===== src/mmd_pkg.sv =====
package mmd_pkg;

  // ==========================================================
  // Address map
  localparam int unsigned MMD_AW = 22;
  localparam logic [21:0] LOW_A_BASE   = 22'h000000;
  localparam logic [21:0] LOW_B_BASE   = 22'h000400;
  localparam logic [21:0] PF0_BASE     = 22'h000800;
  localparam logic [21:0] PF0_END      = 22'h000dff;
  localparam logic [21:0] PF1_BASE     = 22'h006000;
  localparam logic [21:0] CAN_END      = 22'h0063ff;
  localparam logic [21:0] PF2_BASE     = 22'h007000;
  localparam logic [21:0] SEC_A_BASE   = 22'h008000;
  localparam logic [21:0] SEC_B_BASE   = 22'h009000;
  localparam logic [21:0] HIGH_BASE    = 22'h00a000;
  localparam logic [21:0] HIGH_END     = 22'h00bfff;
  localparam logic [21:0] OTP_BASE     = 22'h3d7800;
  localparam logic [21:0] OTP_END      = 22'h3d7bff;
  localparam logic [21:0] ROM_RSV_LO   = 22'h3d7bfc;
  localparam logic [21:0] SEC_LO       = 22'h3f7f80;
  localparam logic [21:0] SEC_FREE_END = 22'h3f7fef;
  localparam logic [21:0] DATA_ONLY_LO = 22'h3f7ff0;
  localparam logic [21:0] DATA_ONLY_HI = 22'h3f7ff5;
  localparam logic [21:0] ENTRY_LO     = 22'h3f7ff6;
  localparam logic [21:0] PWD_LO       = 22'h3f7ff8;
  localparam logic [21:0] FLASH_END    = 22'h3f7fff;
  localparam logic [21:0] DSEC_A_BASE  = 22'h3f8000;
  localparam logic [21:0] DSEC_B_BASE  = 22'h3f9000;
  localparam logic [21:0] DHIGH_BASE   = 22'h3fa000;
  localparam logic [21:0] DHIGH_END    = 22'h3fbfff;
  localparam logic [21:0] BOOT_BASE    = 22'h3ff000;
  localparam logic [21:0] BOOT_END     = 22'h3fffff;

  // ==========================================================
  // Flash variants
  localparam logic [1:0]  VAR_128K = 2'h0;
  localparam logic [1:0]  VAR_64K  = 2'h1;
  localparam logic [1:0]  VAR_32K  = 2'h2;
  localparam logic [1:0]  VAR_16K  = 2'h3;
  localparam logic [21:0] FL_BASE_128K = 22'h3d8000;
  localparam logic [21:0] FL_BASE_64K  = 22'h3e8000;
  localparam logic [21:0] FL_BASE_32K  = 22'h3f0000;
  localparam logic [21:0] FL_BASE_16K  = 22'h3f4000;
  localparam int unsigned SH_16K = 14;
  localparam int unsigned SH_8K  = 13;
  localparam int unsigned SH_4K  = 12;

  // Unlock-guarded ranges inside frame zero
  localparam logic [21:0] UL0_LO = 22'h000880;
  localparam logic [21:0] UL0_HI = 22'h0009ff;
  localparam logic [21:0] UL1_LO = 22'h000a80;
  localparam logic [21:0] UL1_HI = 22'h000aef;
  localparam logic [21:0] UL2_LO = 22'h000d00;
  localparam logic [21:0] UL2_HI = 22'h000dff;

  // ==========================================================
  // Wait-state counts
  localparam logic [4:0] WS_ZERO     = 5'h00;
  localparam logic [4:0] WS_BOOT     = 5'h01;
  localparam logic [4:0] WS_PF_READ  = 5'h02;
  localparam logic [4:0] WS_OTP_MIN  = 5'h01;
  localparam logic [4:0] WS_PWD      = 5'h10;
  localparam logic [4:0] WS_B2B_WR   = 5'h01;
  localparam logic [4:0] WS_REALIGN  = 5'h01;
  localparam logic       PROT_RST    = 1'b1;

  typedef enum logic [3:0] {
    MMD_R_NONE  = 4'h0,
    MMD_R_LOW_A = 4'h1,
    MMD_R_LOW_B = 4'h2,
    MMD_R_PF0   = 4'h3,
    MMD_R_PF1   = 4'h4,
    MMD_R_PF2   = 4'h5,
    MMD_R_SEC_A = 4'h6,
    MMD_R_SEC_B = 4'h7,
    MMD_R_HIGH  = 4'h8,
    MMD_R_OTP   = 4'h9,
    MMD_R_FLASH = 4'ha,
    MMD_R_BOOT  = 4'hb,
    MMD_R_ROM1K = 4'hc
  } mmd_region_t;

  typedef enum logic [1:0] {
    MMD_S_IDLE = 2'b00,
    MMD_S_WAIT = 2'b01
  } mmd_state_t;

endpackage


===== src/mmd_if.sv =====
`timescale 1ns/100ps
interface mmd_if;
  import mmd_pkg::*;
  logic              req;
  logic [21:0]       addr;
  logic              wr;
  logic              prog;
  logic              unlock;
  logic              ready;
  logic              done;
  logic              reject;
  mmd_region_t       region;
  logic [2:0]        sector;

  modport dec (input req, addr, wr, prog, unlock,
               output ready, done, reject, region, sector);
  modport cpu (output req, addr, wr, prog, unlock,
               input ready, done, reject, region, sector);
endinterface


===== src/mmd_decoder.sv =====
`timescale 1ns/100ps
module mmd_decoder
  import mmd_pkg::*;
#(
  parameter logic [1:0] VARIANT  = VAR_128K,
  parameter logic       MASK_ROM = 1'b0
) (
  input  wire logic        mclk,
  input  wire logic        arst_n,
  mmd_if.dec               bus,
  input  wire logic [3:0]  flash_wait,
  input  wire logic [3:0]  otp_wait,
  input  wire logic        can_hold,
  input  wire logic        prot_cfg_we,
  input  wire logic        prot_cfg_val,
  output logic             prot_en,
  output logic             tgt_valid,
  output logic             tgt_wr
);

  // ==========================================================
  // Registers
  mmd_state_t   state_ff;
  logic         ready_ff;
  logic         done_ff;
  logic         reject_ff;
  mmd_region_t  region_ff;
  logic [2:0]   sector_ff;
  logic [4:0]   cnt_ff;
  logic         can_ff;
  logic         prot_ff;
  logic         tvalid_ff;
  logic         twr_ff;
  logic         last_wr_ff;
  logic         last_pf1_ff;
  logic         last_prot_ff;
  logic [21:0]  last_addr_ff;

  assign bus.ready  = ready_ff;
  assign bus.done   = done_ff;
  assign bus.reject = reject_ff;
  assign bus.region = region_ff;
  assign bus.sector = sector_ff;
  assign prot_en    = prot_ff;
  assign tgt_valid  = tvalid_ff;
  assign tgt_wr     = twr_ff;

  // ==========================================================
  // Decode
  logic [21:0]  fl_base;
  logic [21:0]  fl_off;
  logic [2:0]   sec_idx;
  logic [2:0]   sec_top;
  mmd_region_t  nxt_region;
  logic [2:0]   nxt_sector;
  logic [4:0]   nxt_wait;
  logic         nxt_reject;
  logic         is_pwd;
  logic         is_guard;
  logic         is_prot;
  logic         take;

  always_comb begin
    case (VARIANT)
      VAR_128K: fl_base = FL_BASE_128K;
      VAR_64K:  fl_base = FL_BASE_64K;
      VAR_32K:  fl_base = FL_BASE_32K;
      default:  fl_base = FL_BASE_16K;
    endcase
  end

  assign fl_off = bus.addr - fl_base;

  always_comb begin
    case (VARIANT)
      VAR_128K: begin
        sec_idx = fl_off[SH_16K+2:SH_16K];
        sec_top = 3'h7;
      end
      VAR_64K: begin
        sec_idx = {1'b0, fl_off[SH_16K+1:SH_16K]};
        sec_top = 3'h3;
      end
      VAR_32K: begin
        sec_idx = {1'b0, fl_off[SH_8K+1:SH_8K]};
        sec_top = 3'h3;
      end
      default: begin
        sec_idx = {1'b0, fl_off[SH_4K+1:SH_4K]};
        sec_top = 3'h3;
      end
    endcase
  end

  assign is_pwd   = (bus.addr >= PWD_LO) && (bus.addr <= FLASH_END);
  assign is_guard = ((bus.addr >= UL0_LO) && (bus.addr <= UL0_HI)) ||
                    ((bus.addr >= UL1_LO) && (bus.addr <= UL1_HI)) ||
                    ((bus.addr >= UL2_LO) && (bus.addr <= UL2_HI));
  assign take     = bus.req && (state_ff == MMD_S_IDLE);

  // Priority chain yields a single region; gaps fall through
  always_comb begin
    nxt_region = MMD_R_NONE;
    nxt_sector = 3'h0;
    if (bus.addr < LOW_B_BASE) begin
      nxt_region = MMD_R_LOW_A;
    end else if (bus.addr < PF0_BASE) begin
      nxt_region = MMD_R_LOW_B;
    end else if (bus.addr <= PF0_END) begin
      nxt_region = bus.prog ? MMD_R_NONE : MMD_R_PF0;
    end else if ((bus.addr >= PF1_BASE) && (bus.addr < PF2_BASE)) begin
      nxt_region = bus.prog ? MMD_R_NONE : MMD_R_PF1;
    end else if ((bus.addr >= PF2_BASE) && (bus.addr < SEC_A_BASE)) begin
      nxt_region = bus.prog ? MMD_R_NONE : MMD_R_PF2;
    end else if (((bus.addr >= SEC_A_BASE) && (bus.addr < SEC_B_BASE)) ||
                 ((bus.addr >= DSEC_A_BASE) && (bus.addr < DSEC_B_BASE))) begin
      nxt_region = MMD_R_SEC_A;
    end else if (((bus.addr >= SEC_B_BASE) && (bus.addr < HIGH_BASE)) ||
                 ((bus.addr >= DSEC_B_BASE) && (bus.addr < DHIGH_BASE))) begin
      nxt_region = MMD_R_SEC_B;
    end else if (((bus.addr >= HIGH_BASE) && (bus.addr <= HIGH_END)) ||
                 ((bus.addr >= DHIGH_BASE) && (bus.addr <= DHIGH_END))) begin
      nxt_region = MMD_R_HIGH;
    end else if ((bus.addr >= OTP_BASE) && (bus.addr <= OTP_END)) begin
      nxt_region = MASK_ROM ? MMD_R_ROM1K : MMD_R_OTP;
    end else if ((bus.addr >= fl_base) && (bus.addr <= FLASH_END)) begin
      nxt_region = MMD_R_FLASH;
      nxt_sector = sec_top - sec_idx;
    end else if ((bus.addr >= BOOT_BASE) && (bus.addr <= BOOT_END)) begin
      nxt_region = MMD_R_BOOT;
    end
  end

  // Refused writes: unlock guard and read-only 1K ROM
  always_comb begin
    nxt_reject = 1'b0;
    if (bus.wr && is_guard && (nxt_region == MMD_R_PF0) && !bus.unlock) begin
      nxt_reject = 1'b1;
    end else if (bus.wr && (nxt_region == MMD_R_ROM1K)) begin
      nxt_reject = 1'b1;
    end
  end

  assign is_prot = prot_ff && ((nxt_region == MMD_R_PF1) || (nxt_region == MMD_R_PF2));

  // ==========================================================
  // Wait count per region
  always_comb begin
    nxt_wait = WS_ZERO;
    case (nxt_region)
      MMD_R_PF1, MMD_R_PF2: begin
        nxt_wait = bus.wr ? WS_ZERO : WS_PF_READ;
      end
      MMD_R_BOOT: begin
        nxt_wait = WS_BOOT;
      end
      MMD_R_OTP, MMD_R_ROM1K: begin
        nxt_wait = ({1'b0, otp_wait} < WS_OTP_MIN) ? WS_OTP_MIN : {1'b0, otp_wait};
      end
      MMD_R_FLASH: begin
        nxt_wait = is_pwd ? WS_PWD : {1'b0, flash_wait};
      end
      default: begin
        nxt_wait = WS_ZERO;
      end
    endcase
    if (bus.wr && (nxt_region == MMD_R_PF1) && last_wr_ff && last_pf1_ff) begin
      nxt_wait = nxt_wait + WS_B2B_WR;
    end
    // Write is already on the bus; the read waits one realign cycle
    if (!bus.wr && is_prot && last_prot_ff && last_wr_ff && (bus.addr != last_addr_ff)) begin
      nxt_wait = nxt_wait + WS_REALIGN;
    end
    if (nxt_reject || (nxt_region == MMD_R_NONE)) begin
      nxt_wait = WS_ZERO;
    end
  end

  // ==========================================================
  // Protection enable
  always_ff @(posedge mclk or negedge arst_n) begin
    if (!arst_n) begin
      prot_ff <= PROT_RST;
    end else if (prot_cfg_we) begin
      prot_ff <= prot_cfg_val;
    end
  end

  always_ff @(posedge mclk or negedge arst_n) begin
    if (!arst_n) begin
      can_ff <= 1'b0;
    end else begin
      can_ff <= can_hold;
    end
  end

  // ==========================================================
  // Access sequencer
  always_ff @(posedge mclk or negedge arst_n) begin
    if (!arst_n) begin
      state_ff  <= MMD_S_IDLE;
      ready_ff  <= 1'b1;
      done_ff   <= 1'b0;
      reject_ff <= 1'b0;
      region_ff <= MMD_R_NONE;
      sector_ff <= 3'h0;
      cnt_ff    <= WS_ZERO;
      tvalid_ff <= 1'b0;
      twr_ff    <= 1'b0;
    end else begin
      done_ff <= 1'b0;
      case (state_ff)
        MMD_S_IDLE: begin
          if (take) begin
            state_ff  <= MMD_S_WAIT;
            ready_ff  <= (nxt_wait == WS_ZERO);
            cnt_ff    <= nxt_wait;
            reject_ff <= nxt_reject;
            region_ff <= nxt_reject ? MMD_R_NONE : nxt_region;
            sector_ff <= nxt_sector;
            tvalid_ff <= !nxt_reject && (nxt_region != MMD_R_NONE);
            twr_ff    <= bus.wr;
          end
        end
        MMD_S_WAIT: begin
          // Controller stretch holds the last wait cycle open
          if ((cnt_ff <= 5'h01) && !(can_ff && (region_ff == MMD_R_PF1))) begin
            state_ff  <= MMD_S_IDLE;
            ready_ff  <= 1'b1;
            done_ff   <= 1'b1;
            cnt_ff    <= WS_ZERO;
            tvalid_ff <= 1'b0;
          end else if (cnt_ff > 5'h01) begin
            cnt_ff <= cnt_ff - 5'h01;
          end
        end
        default: begin
          state_ff <= MMD_S_IDLE;
          ready_ff <= 1'b1;
        end
      endcase
    end
  end

  // ==========================================================
  // History for ordering and spacing
  always_ff @(posedge mclk or negedge arst_n) begin
    if (!arst_n) begin
      last_wr_ff   <= 1'b0;
      last_pf1_ff  <= 1'b0;
      last_prot_ff <= 1'b0;
      last_addr_ff <= 22'h000000;
    end else if (take) begin
      last_wr_ff   <= bus.wr && !nxt_reject;
      last_pf1_ff  <= (nxt_region == MMD_R_PF1);
      last_prot_ff <= is_prot;
      last_addr_ff <= bus.addr;
    end
  end

endmodule


===== src/flat_wrapper.sv =====
// flat-port wrapper written by rule: the top's interface ports become plain ports
module mmd_decoder_flat import mmd_pkg::*;
#(
  parameter logic [1:0] VARIANT  = VAR_128K,
  parameter logic       MASK_ROM = 1'b0
)
  (mclk, arst_n, flash_wait, otp_wait, can_hold, prot_cfg_we, prot_cfg_val, prot_en, tgt_valid, tgt_wr, bus_req, bus_addr, bus_wr, bus_prog, bus_unlock, bus_ready, bus_done, bus_reject, bus_region, bus_sector);
  mmd_if bus_i ();
  input  wire logic mclk;
  input  wire logic arst_n;
  input  wire logic [3:0] flash_wait;
  input  wire logic [3:0] otp_wait;
  input  wire logic can_hold;
  input  wire logic prot_cfg_we;
  input  wire logic prot_cfg_val;
  output logic prot_en;
  output logic tgt_valid;
  output logic tgt_wr;
  input wire logic [$bits(bus_i.req)-1:0] bus_req;
  input wire logic [$bits(bus_i.addr)-1:0] bus_addr;
  input wire logic [$bits(bus_i.wr)-1:0] bus_wr;
  input wire logic [$bits(bus_i.prog)-1:0] bus_prog;
  input wire logic [$bits(bus_i.unlock)-1:0] bus_unlock;
  output wire logic [$bits(bus_i.ready)-1:0] bus_ready;
  output wire logic [$bits(bus_i.done)-1:0] bus_done;
  output wire logic [$bits(bus_i.reject)-1:0] bus_reject;
  output wire logic [$bits(bus_i.region)-1:0] bus_region;
  output wire logic [$bits(bus_i.sector)-1:0] bus_sector;
  assign bus_i.req = bus_req;
  assign bus_i.addr = bus_addr;
  assign bus_i.wr = bus_wr;
  assign bus_i.prog = bus_prog;
  assign bus_i.unlock = bus_unlock;
  assign bus_ready = bus_i.ready;
  assign bus_done = bus_i.done;
  assign bus_reject = bus_i.reject;
  assign bus_region = bus_i.region;
  assign bus_sector = bus_i.sector;
  mmd_decoder #(.VARIANT(VARIANT), .MASK_ROM(MASK_ROM)) u_core (.mclk(mclk), .arst_n(arst_n), .bus(bus_i), .flash_wait(flash_wait), .otp_wait(otp_wait), .can_hold(can_hold), .prot_cfg_we(prot_cfg_we), .prot_cfg_val(prot_cfg_val), .prot_en(prot_en), .tgt_valid(tgt_valid), .tgt_wr(tgt_wr));
endmodule

===== config.mk =====
export PLATFORM = sky130hd
export DESIGN_NAME = mmd_decoder_flat
export DESIGN_NICKNAME = d
export VERILOG_FILES = /design/src/mmd_pkg.sv /design/src/mmd_if.sv /design/src/mmd_decoder.sv /design/src/flat_wrapper.sv
export SDC_FILE = /design/constraint.sdc
export NUM_CORES = 1
export LEC_CHECK = 0
export BUFFER_PORTS_ARGS = -buffer_cell sky130_fd_sc_hd__buf_2
export CAP_MARGIN = 10
export CORE_MARGIN = 4
export CORE_UTILIZATION = 55
export DETAILED_ROUTE_END_ITERATION = 7
export PLACE_DENSITY = 0.78
export REMOVE_ABC_BUFFERS = 1
export SYNTH_ARGS = -nofsm -noshare
export SYNTH_HDL_FRONTEND = slang
export SYNTH_SLANG_ARGS = --single-unit

===== constraint.sdc =====
create_clock -name mclk -period 2.9 [get_ports mclk]
set_clock_uncertainty 0.1 [all_clocks]
set_input_delay 0.58 -clock mclk [delete_from_list [all_inputs] [get_ports mclk]]
set_output_delay 0.58 -clock mclk [all_outputs]
set_load 0.1 [all_outputs]

==> results of run 1 <==
[flip-flops by register name, indices dropped and copies added, names as in the netlist, 3 cells and up]
register             flops
u_core.bus.sector        3
u_core.last_addr_ff     22
u_core.bus.region        4
u_core.cnt_ff            5
[what timing repair did]
action,in CTS,in global routing
pin swaps,19,14
endpoints found under the setup margin,10,9
setup buffers,8,4
resized for setup,37,28
[placed cells by master, fill, tap and decap left out, drive strengths merged, types with 3 or more instances in the layout]
master,instances
nand3,8
a22o,5
inv,14
and2,5
nor2b,3
nand4,8
buf,144
nor4,8
or3,3
xnor2,4
nor3,15
xor2,19
nand2,93
o21ai,27
ha,8
o22ai,5
clkbuf,5
dfrtp,43
a21oi,5
nand2b,6
nor2,18
a211oi,3
[metal layers]
metal  GRT usage [%]  part of all wire, %  vias up
li1                -                    -     1568
met1           41.28                   38     1660
met2           49.44                   47      293
met3           6.291                   11       51
met4           12.96                  3.8        0
met5               0                    0        -
[kinds of logic (layout without fill, tap and decap cells)]
kind of cell,after synthesis,in the layout,share of synthesized area (%)
adder cells (fa/ha/maj),8,8,3.286
flip-flops,45,45,37.04
AO/OA/AOI/OAI,80,80,19.67
AND/OR/NAND/NOR,180,180,28.62
XOR/XNOR,23,23,6.612
buffers and inverters,34,164,4.764
[path summary, 6_finish.rpt]
kind	to	slack, ns	cells after the start
max	u_core.bus.ready	-0.97	18
min	u_core.can_ff	0.29	1
max reg2reg	u_core.cnt_ff[2]	0.37	10
min reg2reg	u_core.bus.sector[0]	0.38	2
max in group asynchronous	u_core.can_ff	1.75	1
min in group asynchronous	u_core.last_addr_ff[7]	0.33	1
[worst reg2reg max path, cell delays in order (launching register included)]
cell and delay [ns]:
dfrtp_1 0.40, xor2_1 0.15, nor4_1 0.27, buf_4 0.17, nand4_1 0.09, nor4_1 0.36
or3_1 0.27, o21ai_2 0.09, a221oi_2 0.21, o32ai_1 0.11, a22o_1 0.21
[through the flow]
step,setup WS [ns],instances,hold slack (ns),utilization [%]
floorplan,-1.251,348,0.1844,-
global placement,-1.328,550,0.3547,74.41
detailed placement,-1.451,550,0.3616,74.41
CTS,-0.8069,566,0.2628,80.82
global route,-1.125,570,0.2814,84.23
finish,-0.9702,570,0.2891,84.23
[where the power goes]
part | total, uW | internal, uW | switching, uW
registers | 1040 | 858 | 183
clock network | 515 | 263 | 251
logic | 1220 | 420 | 797
[final cells by class]
| type | instances | area (um2) |
|---|---|---|
| Multi-Input combinational cell | 291 | 2031 |
| Tap cell | 70 | 87.58 |
| Sequential cell | 45 | 1129 |
| Fill cell | 290 | 825.8 |
| Inverter | 12 | 47.55 |
| Clock buffer | 5 | 68.82 |
| Timing Repair Buffer | 144 | 1001 |
| Clock inverter | 3 | 47.55 |
==> results.tsv, run 1 <==
metric	value	unit
relSlewSlack	32.79	%
cpMaxStageDelayCell	a211oi_1	
grt_overflow	0	
cap_violations	0	
yosysTopAreaCell	dfrtp_1	
max_slew.worst_pin.slew	1.008	ns
avgRoutedWirePerCell	18.97	um
violations	negative setup slack	
fin_nets	546	
slew_violations	0	
synth-warning-count	0	
hold_path_class	in -> reg	
track_usage	31.14	%
status	finished with violations	
synth_top_area_share	35.32	%
worstSetupPathType	in -> reg	
cp_common_cell	buf_4	
clk-insertion-delay-late	0.31	ns
p_per_area	628.4	nW/um2
design.core.area	5238	um2
critPathTopFamily	compound AO/OA/AOI/OAI gates	
die-area	6794	um2
clock-sinks	45	
syn-cell-area	3047	um2
power	2772	uW
placed_cell_area	3897	um2
grt_pass1_wl	16110	um
hold_viol	0	
ys_types	67	
ant_nets	0	
detail_route.first_pass.iterations	7	
routed_wl	10810	um
htreeDepth	2	
ios	52	
startpoint	bus_addr[16]	
critPathCaptureType	flop	
reg2reg_from	u_core.last_addr_ff[14]	
synth_edf_count	0	
first_global_vias	3379	
min_period	3.870	ns
arrival	4.00	ns
setup_violations	9	
critPathLaunchType	primary input	
hp-start	can_hold	
async_flop_share	100.0	%
grt_max_degree	46	
drive_gt1_share	40.60	%
cts_made_buffers	5	
cts_root_buf	clkbuf_8	
antennaDiodeCount	0	
worst_ep_required_time	3.03	ns
cts_tree	built	
rsz0062_at_grt	true	
yosysMostFrequentCell	nand2_1	
layout_setup_ws	-0.9702	ns
ir_drop	0.5595	mV
cp_num_buf_inv	7	
cp_max_fo	9	
num_vias	3572	
drc	0	
synthTopCellsByArea	dfrtp_1 35%, nand2_1 11%, xor2_1 5.5%, o21ai_0 4.4%, ha_1 3.3%	
min_period_over_period	133.5	%
num_rows	26	
hold_buffers	0	
avgSynthCellArea	8.234	um2
synthCells	370	
clk_pin_slew	0.10	ns
start_util	58.17	%
final_area	4412	um2
drt_iter0_markers	476	
io_buffer_count	51	
antenna_found_initial	0	
die_h	82.43	um
crit_chain	buf_6 -> buf_4 -> inv_1 -> ha_1 -> nor4b_4 -> o211a_1 -> buf_4 -> buf_4 -> buf_4 -> a211oi_1 -> nand4_1 -> nor2_2 -> a211oi_1 -> inv_1 -> ha_4 -> nor2_1 -> o32ai_1 -> o31ai_1	
place_congestion	0.9382	
die_w	82.43	um
synthTopCellsByCount	93 x nand2_1, 43 x dfrtp_1, 27 x o21ai_0	
yosys_most_used_dff	dfrtp_1	
ys_ff_latch	45	
via_per_inst	6.267	
slowest_delay	0.47	ns
clockBufferDepth	2	
p_leak	0.002132	uW
tns	-4.220	ns
ys_seq_area_share	37.04	%
max_freq	258.4	MHz
syn2layout_area_growth	44.80	%
dp_hpwl	6946	um
(Power assumes the default switching activity.)
==> run 2, diff against run 1 <==
--- a/config.mk
+++ b/config.mk
@@ -7,10 +7,12 @@
 export LEC_CHECK = 0
 export BUFFER_PORTS_ARGS = -buffer_cell sky130_fd_sc_hd__buf_2
 export CAP_MARGIN = 10
+export CELL_PAD_IN_SITES_DETAIL_PLACEMENT = 0
+export CELL_PAD_IN_SITES_GLOBAL_PLACEMENT = 1
 export CORE_MARGIN = 4
-export CORE_UTILIZATION = 55
+export CORE_UTILIZATION = 45
 export DETAILED_ROUTE_END_ITERATION = 7
-export PLACE_DENSITY = 0.78
+export PLACE_DENSITY_LB_ADDON = 0.1
 export REMOVE_ABC_BUFFERS = 1
 export SYNTH_ARGS = -nofsm -noshare
 export SYNTH_HDL_FRONTEND = slang
==> constraint.sdc (replaced) <==
create_clock -name mclk -period 4.66 [get_ports mclk]
set_clock_uncertainty 0.1 [all_clocks]
set_input_delay 0.932 -clock mclk [delete_from_list [all_inputs] [get_ports mclk]]
set_output_delay 0.932 -clock mclk [all_outputs]
set_load 0.1 [all_outputs]
==> run 2 against run 1 <==
Against the previous run:
- the flow now finishes without violations
- critical path depth decreased by 2
- worst setup slack improved by 1.3 ns
- non-clock buffer count decreased by 61
- clock power decreased by 39%
- first-iteration DRC count decreased by 69%
- combinational power decreased by 45%
- register-to-register slack improved by 1.5 ns
- worst hold slack improved by 0.090 ns
- largest power group unchanged
- highest routed layer unchanged
==> results.tsv, run 2 (same netlist as run 1, synthesis figures left out) <==
metric	value	unit	change
cp_max_fo	6		was 9
p_per_area	440.4	nW/um2	was 628.4 nW/um2
combPwrFrac	41.1	%	was 43.9%
max_slew.worst_pin.slew	1.008	ns	about the same
worstSetupPathType	in -> reg		unchanged
tns	0	ns	was -4.220 ns
hold_path_class	reg -> reg		was in -> reg
die_h	90.28	um	was 82.43 um
antennaDiodeCount	0		unchanged
grt_overflow	0		unchanged
place_ws	-0.08220	ns	was -1.451 ns
switching_power	686.0	uW	was 1231 uW
ir_drop	0.2807	mV	was 0.5595 mV
cts_made_buffers	5		unchanged
final_area	3682	um2	was 4412 um2
die_w	90.28	um	was 82.43 um
reg2reg_from	u_core.last_addr_ff[14]		unchanged
avgRoutedWirePerCell	16.19	um	was 18.97 um
cap_violations	0		unchanged
fillers	615		was 290
clockBufferDepth	2		unchanged
fin_nets	485		was 546
ios	52		unchanged
status	complete, no violations		was finished with violations
critPathCaptureType	flop		unchanged
cts_root_buf	clkbuf_8		unchanged
clock-sinks	45		unchanged
place_congestion	0.8774		was 0.9382
design.core.area	6459	um2	was 5238 um2
grt_max_degree	46		unchanged
antenna_found_initial	0		unchanged
max_freq	228.9	MHz	
clk_pin_slew	0.09	ns	was 0.10 ns
dr_wl_met2	3766	um	was 5100 um
critPathLaunchType	primary input		unchanged
wl_met3	387	um	was 1219 um
slew_violations	0		unchanged
postCtsSetupRepairBufs	0		was 8
swShare	42.30	%	was 44.40%
num_rows	29		was 26
setup_violations	0		was 9
num_vias	2927		was 3572
reg2reg_setup_slack	1.91	ns	was 0.37 ns
syn2layout_area_growth	20.86	%	was 44.80%
htreeDepth	2		unchanged
routed_wl	8354	um	was 10810 um
dp_hpwl	6470	um	was 6946 um
drive_gt1_share	24.60	%	was 40.60%
hold-worst-slack	0.3793	ns	was 0.2891 ns
rsz0062_at_grt	false		was true
hp-start	u_core.bus.sector[1]		was can_hold
p_leak	0.001780	uW	was 0.002132 uW
power	1622	uW	was 2772 uW
drc	0		unchanged
relSlewSlack	32.77	%	was 32.79%
detail_route.first_pass.iterations	5		was 7
startpoint	bus_addr[17]		was bus_addr[16]
hold_buffers	0		unchanged
first_global_vias	2805		was 3379
start_util	47.17	%	was 58.17%
final_common_cell	nand2_1		unchanged
cts_tree	built		unchanged
p_clk_share	19.4	%	was 18.6%
ant_nets	0		unchanged
cts_resized	0		was 37
met1_length	4119	um	was 4084 um
grt_pass1_wl	13990	um	was 16110 um
hold_viol	0		unchanged
drt_iter0_markers	149		was 476
arrival	4.48	ns	was 4.00 ns
placed_cell_area	3551	um2	was 3897 um2
regMostFlops	u_core.last_addr_ff		unchanged
slowest_delay	0.65	ns	was 0.47 ns
largest_reg_flops	22		unchanged
seqPwrFrac	39.6	%	was 37.6%
clk-insertion-delay-late	0.30	ns	was 0.31 ns
cpMaxStageDelayCell	or4_1		was a211oi_1
min_period_over_period	93.75	%	
crit_chain	buf_2 -> or4_1 -> or2_1 -> o221ai_2 -> a32oi_2 -> nor4b_4 -> a21o_1 -> ha_1 -> a221oi_2 -> inv_1 -> ha_1 -> inv_1 -> o21ai_0 -> a221oi_2 -> o32ai_1 -> o31ai_1		was buf_6 -> buf_4 -> inv_1 -> ha_1 -> nor4b_4 -> o211a_1 -> buf_4 -> buf_4 -> buf_4 -> a211oi_1 -> nand4_1 -> nor2_2 -> a211oi_1 -> inv_1 -> ha_4 -> nor2_1 -> o32ai_1 -> o31ai_1
layout_common_cells	93 x nand2_1, 51 x buf_2, 43 x dfrtp_1, 31 x buf_4, 27 x o21ai_0		was 92 x nand2_1, 87 x buf_4, 47 x buf_2, 43 x dfrtp_1, 23 x o21ai_0
worst_ep_required_time	4.77	ns	was 3.03 ns
maxUsedRoutingLayer	met4		unchanged
min_period	4.369	ns	
die-area	8150	um2	was 6794 um2
p_int	935.7	uW	was 1541 uW
via_per_inst	5.672		was 6.267
io_buffer_count	51		unchanged
layout_setup_ws	0.2910	ns	was -0.9702 ns
track_usage	21.01	%	was 31.14%
[run 2: worst max-delay path, delay by kind of cell]
kind                     cells  cell delay (ns)
AND/OR/NAND/NOR              3             1.34
buffers and inverters        3             0.22
AO/OA/AOI/OAI                8             1.55
adder cells (fa/ha/maj)      2             0.42
[run 2: path summary, 6_finish.rpt]
check,endpoint,depth (start not counted)
setup / recovery,u_core.bus.ready,16
hold / removal,u_core.bus.sector[1],2
setup reg to reg,u_core.bus.ready,9
hold reg to reg,u_core.bus.sector[1],2
max in group asynchronous,u_core.last_addr_ff[1],1
min in group asynchronous,u_core.last_addr_ff[18],1
[run 2: metal layers]
layer | global-route usage, % | vias up
li1 | - | 1452
met4 | 3.571 | 0
met5 | 0 | -
met1 | 30.65 | 1387
met2 | 33.60 | 77
met3 | 2.917 | 11
[run 2: through the flow]
step           utilization (%)  cells
2_1_floorplan                -    348
3_3_place_gp             54.98    508
3_5_place_dp             54.98    508
4_1_cts                  56.84    516
5_1_grt                  57.01    516
6_report                 57.01    516
[run 2: power by group through the flow]
stage	combinational (uW)	sequential (uW)	clock, uW
6_report	666	641	314
4_1_cts	669	642	322
2_1_floorplan	364	756	0
5_1_grt	737	664	341
3_3_place_gp	660	646	0
3_5_place_dp	666	650	0
[run 2: layout make-up]
| cell class | count | area (um2) | area share, % |
|---|---|---|---|
| multi-input cells | 291 | 1784 | 48.45 |
| well taps | 77 | 96.34 | 2.616 |
| flip-flops and latches | 45 | 1129 | 30.65 |
| inverters | 12 | 45.04 | 1.223 |
| clock buffers | 6 | 82.58 | 2.243 |
| repair buffers | 83 | 508.0 | 13.80 |
| clock inverters | 2 | 37.54 | 1.019 |
==> run 3, diff against run 2 <==
--- a/config.mk
+++ b/config.mk
@@ -7,12 +7,10 @@
 export LEC_CHECK = 0
 export BUFFER_PORTS_ARGS = -buffer_cell sky130_fd_sc_hd__buf_2
 export CAP_MARGIN = 10
-export CELL_PAD_IN_SITES_DETAIL_PLACEMENT = 0
-export CELL_PAD_IN_SITES_GLOBAL_PLACEMENT = 1
 export CORE_MARGIN = 4
-export CORE_UTILIZATION = 45
+export CORE_UTILIZATION = 60
 export DETAILED_ROUTE_END_ITERATION = 7
-export PLACE_DENSITY_LB_ADDON = 0.1
+export PLACE_DENSITY = 0.84
 export REMOVE_ABC_BUFFERS = 1
 export SYNTH_ARGS = -nofsm -noshare
 export SYNTH_HDL_FRONTEND = slang
==> run 3 against run 2 <==
Against the previous run:
- utilization rose by 19 points
- die area fell by 23%
- global-route usage increased by 8.6 points
- via count increased by 5.5%
- non-clock buffer count fell by 5
- worst hold slack improved by 0.0014 ns
- critical path depth up 1
- maximum frequency down 0.24%
- largest power group unchanged
==> results.tsv, run 3 (same netlist as run 1, synthesis figures left out) <==
metric	value	unit	change
largest_reg_flops	22		unchanged
regMostFlops	u_core.last_addr_ff		unchanged
worstSetupPathType	in -> reg		unchanged
fin_nets	480		was 485
cts_made_buffers	5		unchanged
clk_pin_slew	0.09	ns	about the same
cts_root_buf	clkbuf_8		unchanged
clk-insertion-delay-late	0.30	ns	about the same
io_buffer_count	51		unchanged
dp_hpwl	6366	um	was 6470 um
detail_route.first_pass.iterations	5		unchanged
syn2layout_area_growth	19.67	%	was 20.86%
die_h	79.26	um	was 90.28 um
setup_violations	0		unchanged
cap_violations	0		unchanged
num_rows	25		was 29
cp_max_fo	3		was 6
arrival	4.50	ns	was 4.48 ns
avgRoutedWirePerCell	17.06	um	was 16.19 um
wl_met3	670	um	was 387 um
cts_tree	built		unchanged
relSlewSlack	33.17	%	was 32.77%
start_util	63.25	%	was 47.17%
drc	0		unchanged
die_w	79.26	um	was 90.28 um
ant_nets	0		unchanged
layout.cells.non_filler	501		was 516
antenna_found_initial	0		unchanged
hold_path_class	reg -> reg		unchanged
design.core.area	4817	um2	was 6459 um2
hold-worst-slack	0.3807	ns	was 0.3793 ns
final_common_cell	nand2_1		unchanged
slew_violations	0		unchanged
rsz0062_at_grt	false		unchanged
place_congestion	0.9536		was 0.8774
place_ws	-0.09704	ns	was -0.08220 ns
status	complete, no violations		unchanged
ios	52		unchanged
drt_iter0_markers	266		was 149
met1_length	3649	um	was 4119 um
antennaDiodeCount	0		unchanged
max_slew.worst_pin.slew	1.002	ns	was 1.008 ns
first_global_vias	3001		was 2805
critPathLaunchType	primary input		unchanged
tns	0	ns	unchanged
htreeDepth	2		unchanged
grt_overflow	0		unchanged
clockBufferDepth	2		unchanged
layout_setup_ws	0.2804	ns	was 0.2910 ns
p_leak	0.001764	uW	was 0.001780 uW
fin_util	75.69	%	was 57.01%
drive_gt1_share	24.42	%	was 24.60%
max_freq	228.3	MHz	was 228.9 MHz
grt_pass1_wl	14580	um	was 13990 um
die-area	6282	um2	was 8150 um2
fillers	402		was 615
dr_wl_met2	4078	um	was 3766 um
cts_resized	0		unchanged
via_per_inst	6.162		was 5.672
min_period_over_period	93.98	%	was 93.75%
grt_max_degree	46		unchanged
clock-sinks	45		unchanged
ir_drop	0.3318	mV	was 0.2807 mV
num_vias	3087		was 2927
critPathCaptureType	flop		unchanged
postCtsSetupRepairBufs	0		unchanged
post-place-cells	493		was 508
routed_wl	8548	um	was 8354 um
min_period	4.380	ns	was 4.369 ns
hold_viol	0		unchanged
worst_ep_required_time	4.78	ns	was 4.77 ns
maxUsedRoutingLayer	met4		unchanged
layout_common_cells	93 x nand2_1, 51 x buf_2, 43 x dfrtp_1, 27 x buf_4, 26 x o21ai_0		was 93 x nand2_1, 51 x buf_2, 43 x dfrtp_1, 31 x buf_4, 27 x o21ai_0
track_usage	29.64	%	was 21.01%
p_per_area	456.8	nW/um2	was 440.4 nW/um2
hold_buffers	0		unchanged
[run 3: metrics by stage]
| stage | cell area [um2] | total power (uW) |
|---|---|---|
| floorplan | 2947 | 1120 |
| global placement | 3488 | 1283 |
| detailed placement | 3488 | 1312 |
| CTS | 3622 | 1664 |
| global route | 3646 | 1783 |
| finish | 3646 | 1666 |
[run 3: worst paths after layout]
path                       slack, ns                     end  cells past startpoint               startpoint
hold / removal                  0.38       u_core.bus.reject                      2        u_core.bus.reject
max in group asynchronous       3.15    u_core.bus.sector[0]                      1                   arst_n
setup reg to reg                1.94        u_core.bus.ready                      9  u_core.last_addr_ff[14]
min in group asynchronous       0.69  u_core.last_addr_ff[6]                      1                   arst_n
hold reg to reg                 0.38       u_core.bus.reject                      2        u_core.bus.reject
setup / recovery                0.28        u_core.bus.ready                     17             bus_addr[14]
[run 3: cell type report]
type | instances | area (um2) | area share (%)
multi-input combinational | 291 | 1797 | 49.28
clock buffer | 5 | 68.82 | 1.887
sequential | 45 | 1129 | 30.95
timing repair buffer | 78 | 457.9 | 12.56
clock inverter | 3 | 65.06 | 1.784
tap | 67 | 83.83 | 2.299
inverter | 12 | 45.04 | 1.235
[run 3: worst max-delay path, stage by stage]
cell and delay (ns):
buf_2 0.11, or4_1 0.58, a31o_2 0.26, a21boi_0 0.14, o221ai_2 0.24, a32oi_2 0.19, nor4b_4 0.31, a21o_1 0.19
ha_1 0.24, a221oi_2 0.29, inv_1 0.08, ha_1 0.20, inv_1 0.05, o21ai_0 0.10, a221oi_2 0.22, o32ai_1 0.14
o31ai_1 0.23
[run 3: metal layers]
metal	vias to the layer above	GRT usage, %
met5	-	0
met4	0	10.14
met3	17	5.329
met2	149	46.72
met1	1477	41.07
li1	1444	-
[run 3: report_power, final]
part | switching (uW) | internal, uW
Combinational | 445 | 223
Sequential | 111 | 535
Clock | 139 | 213
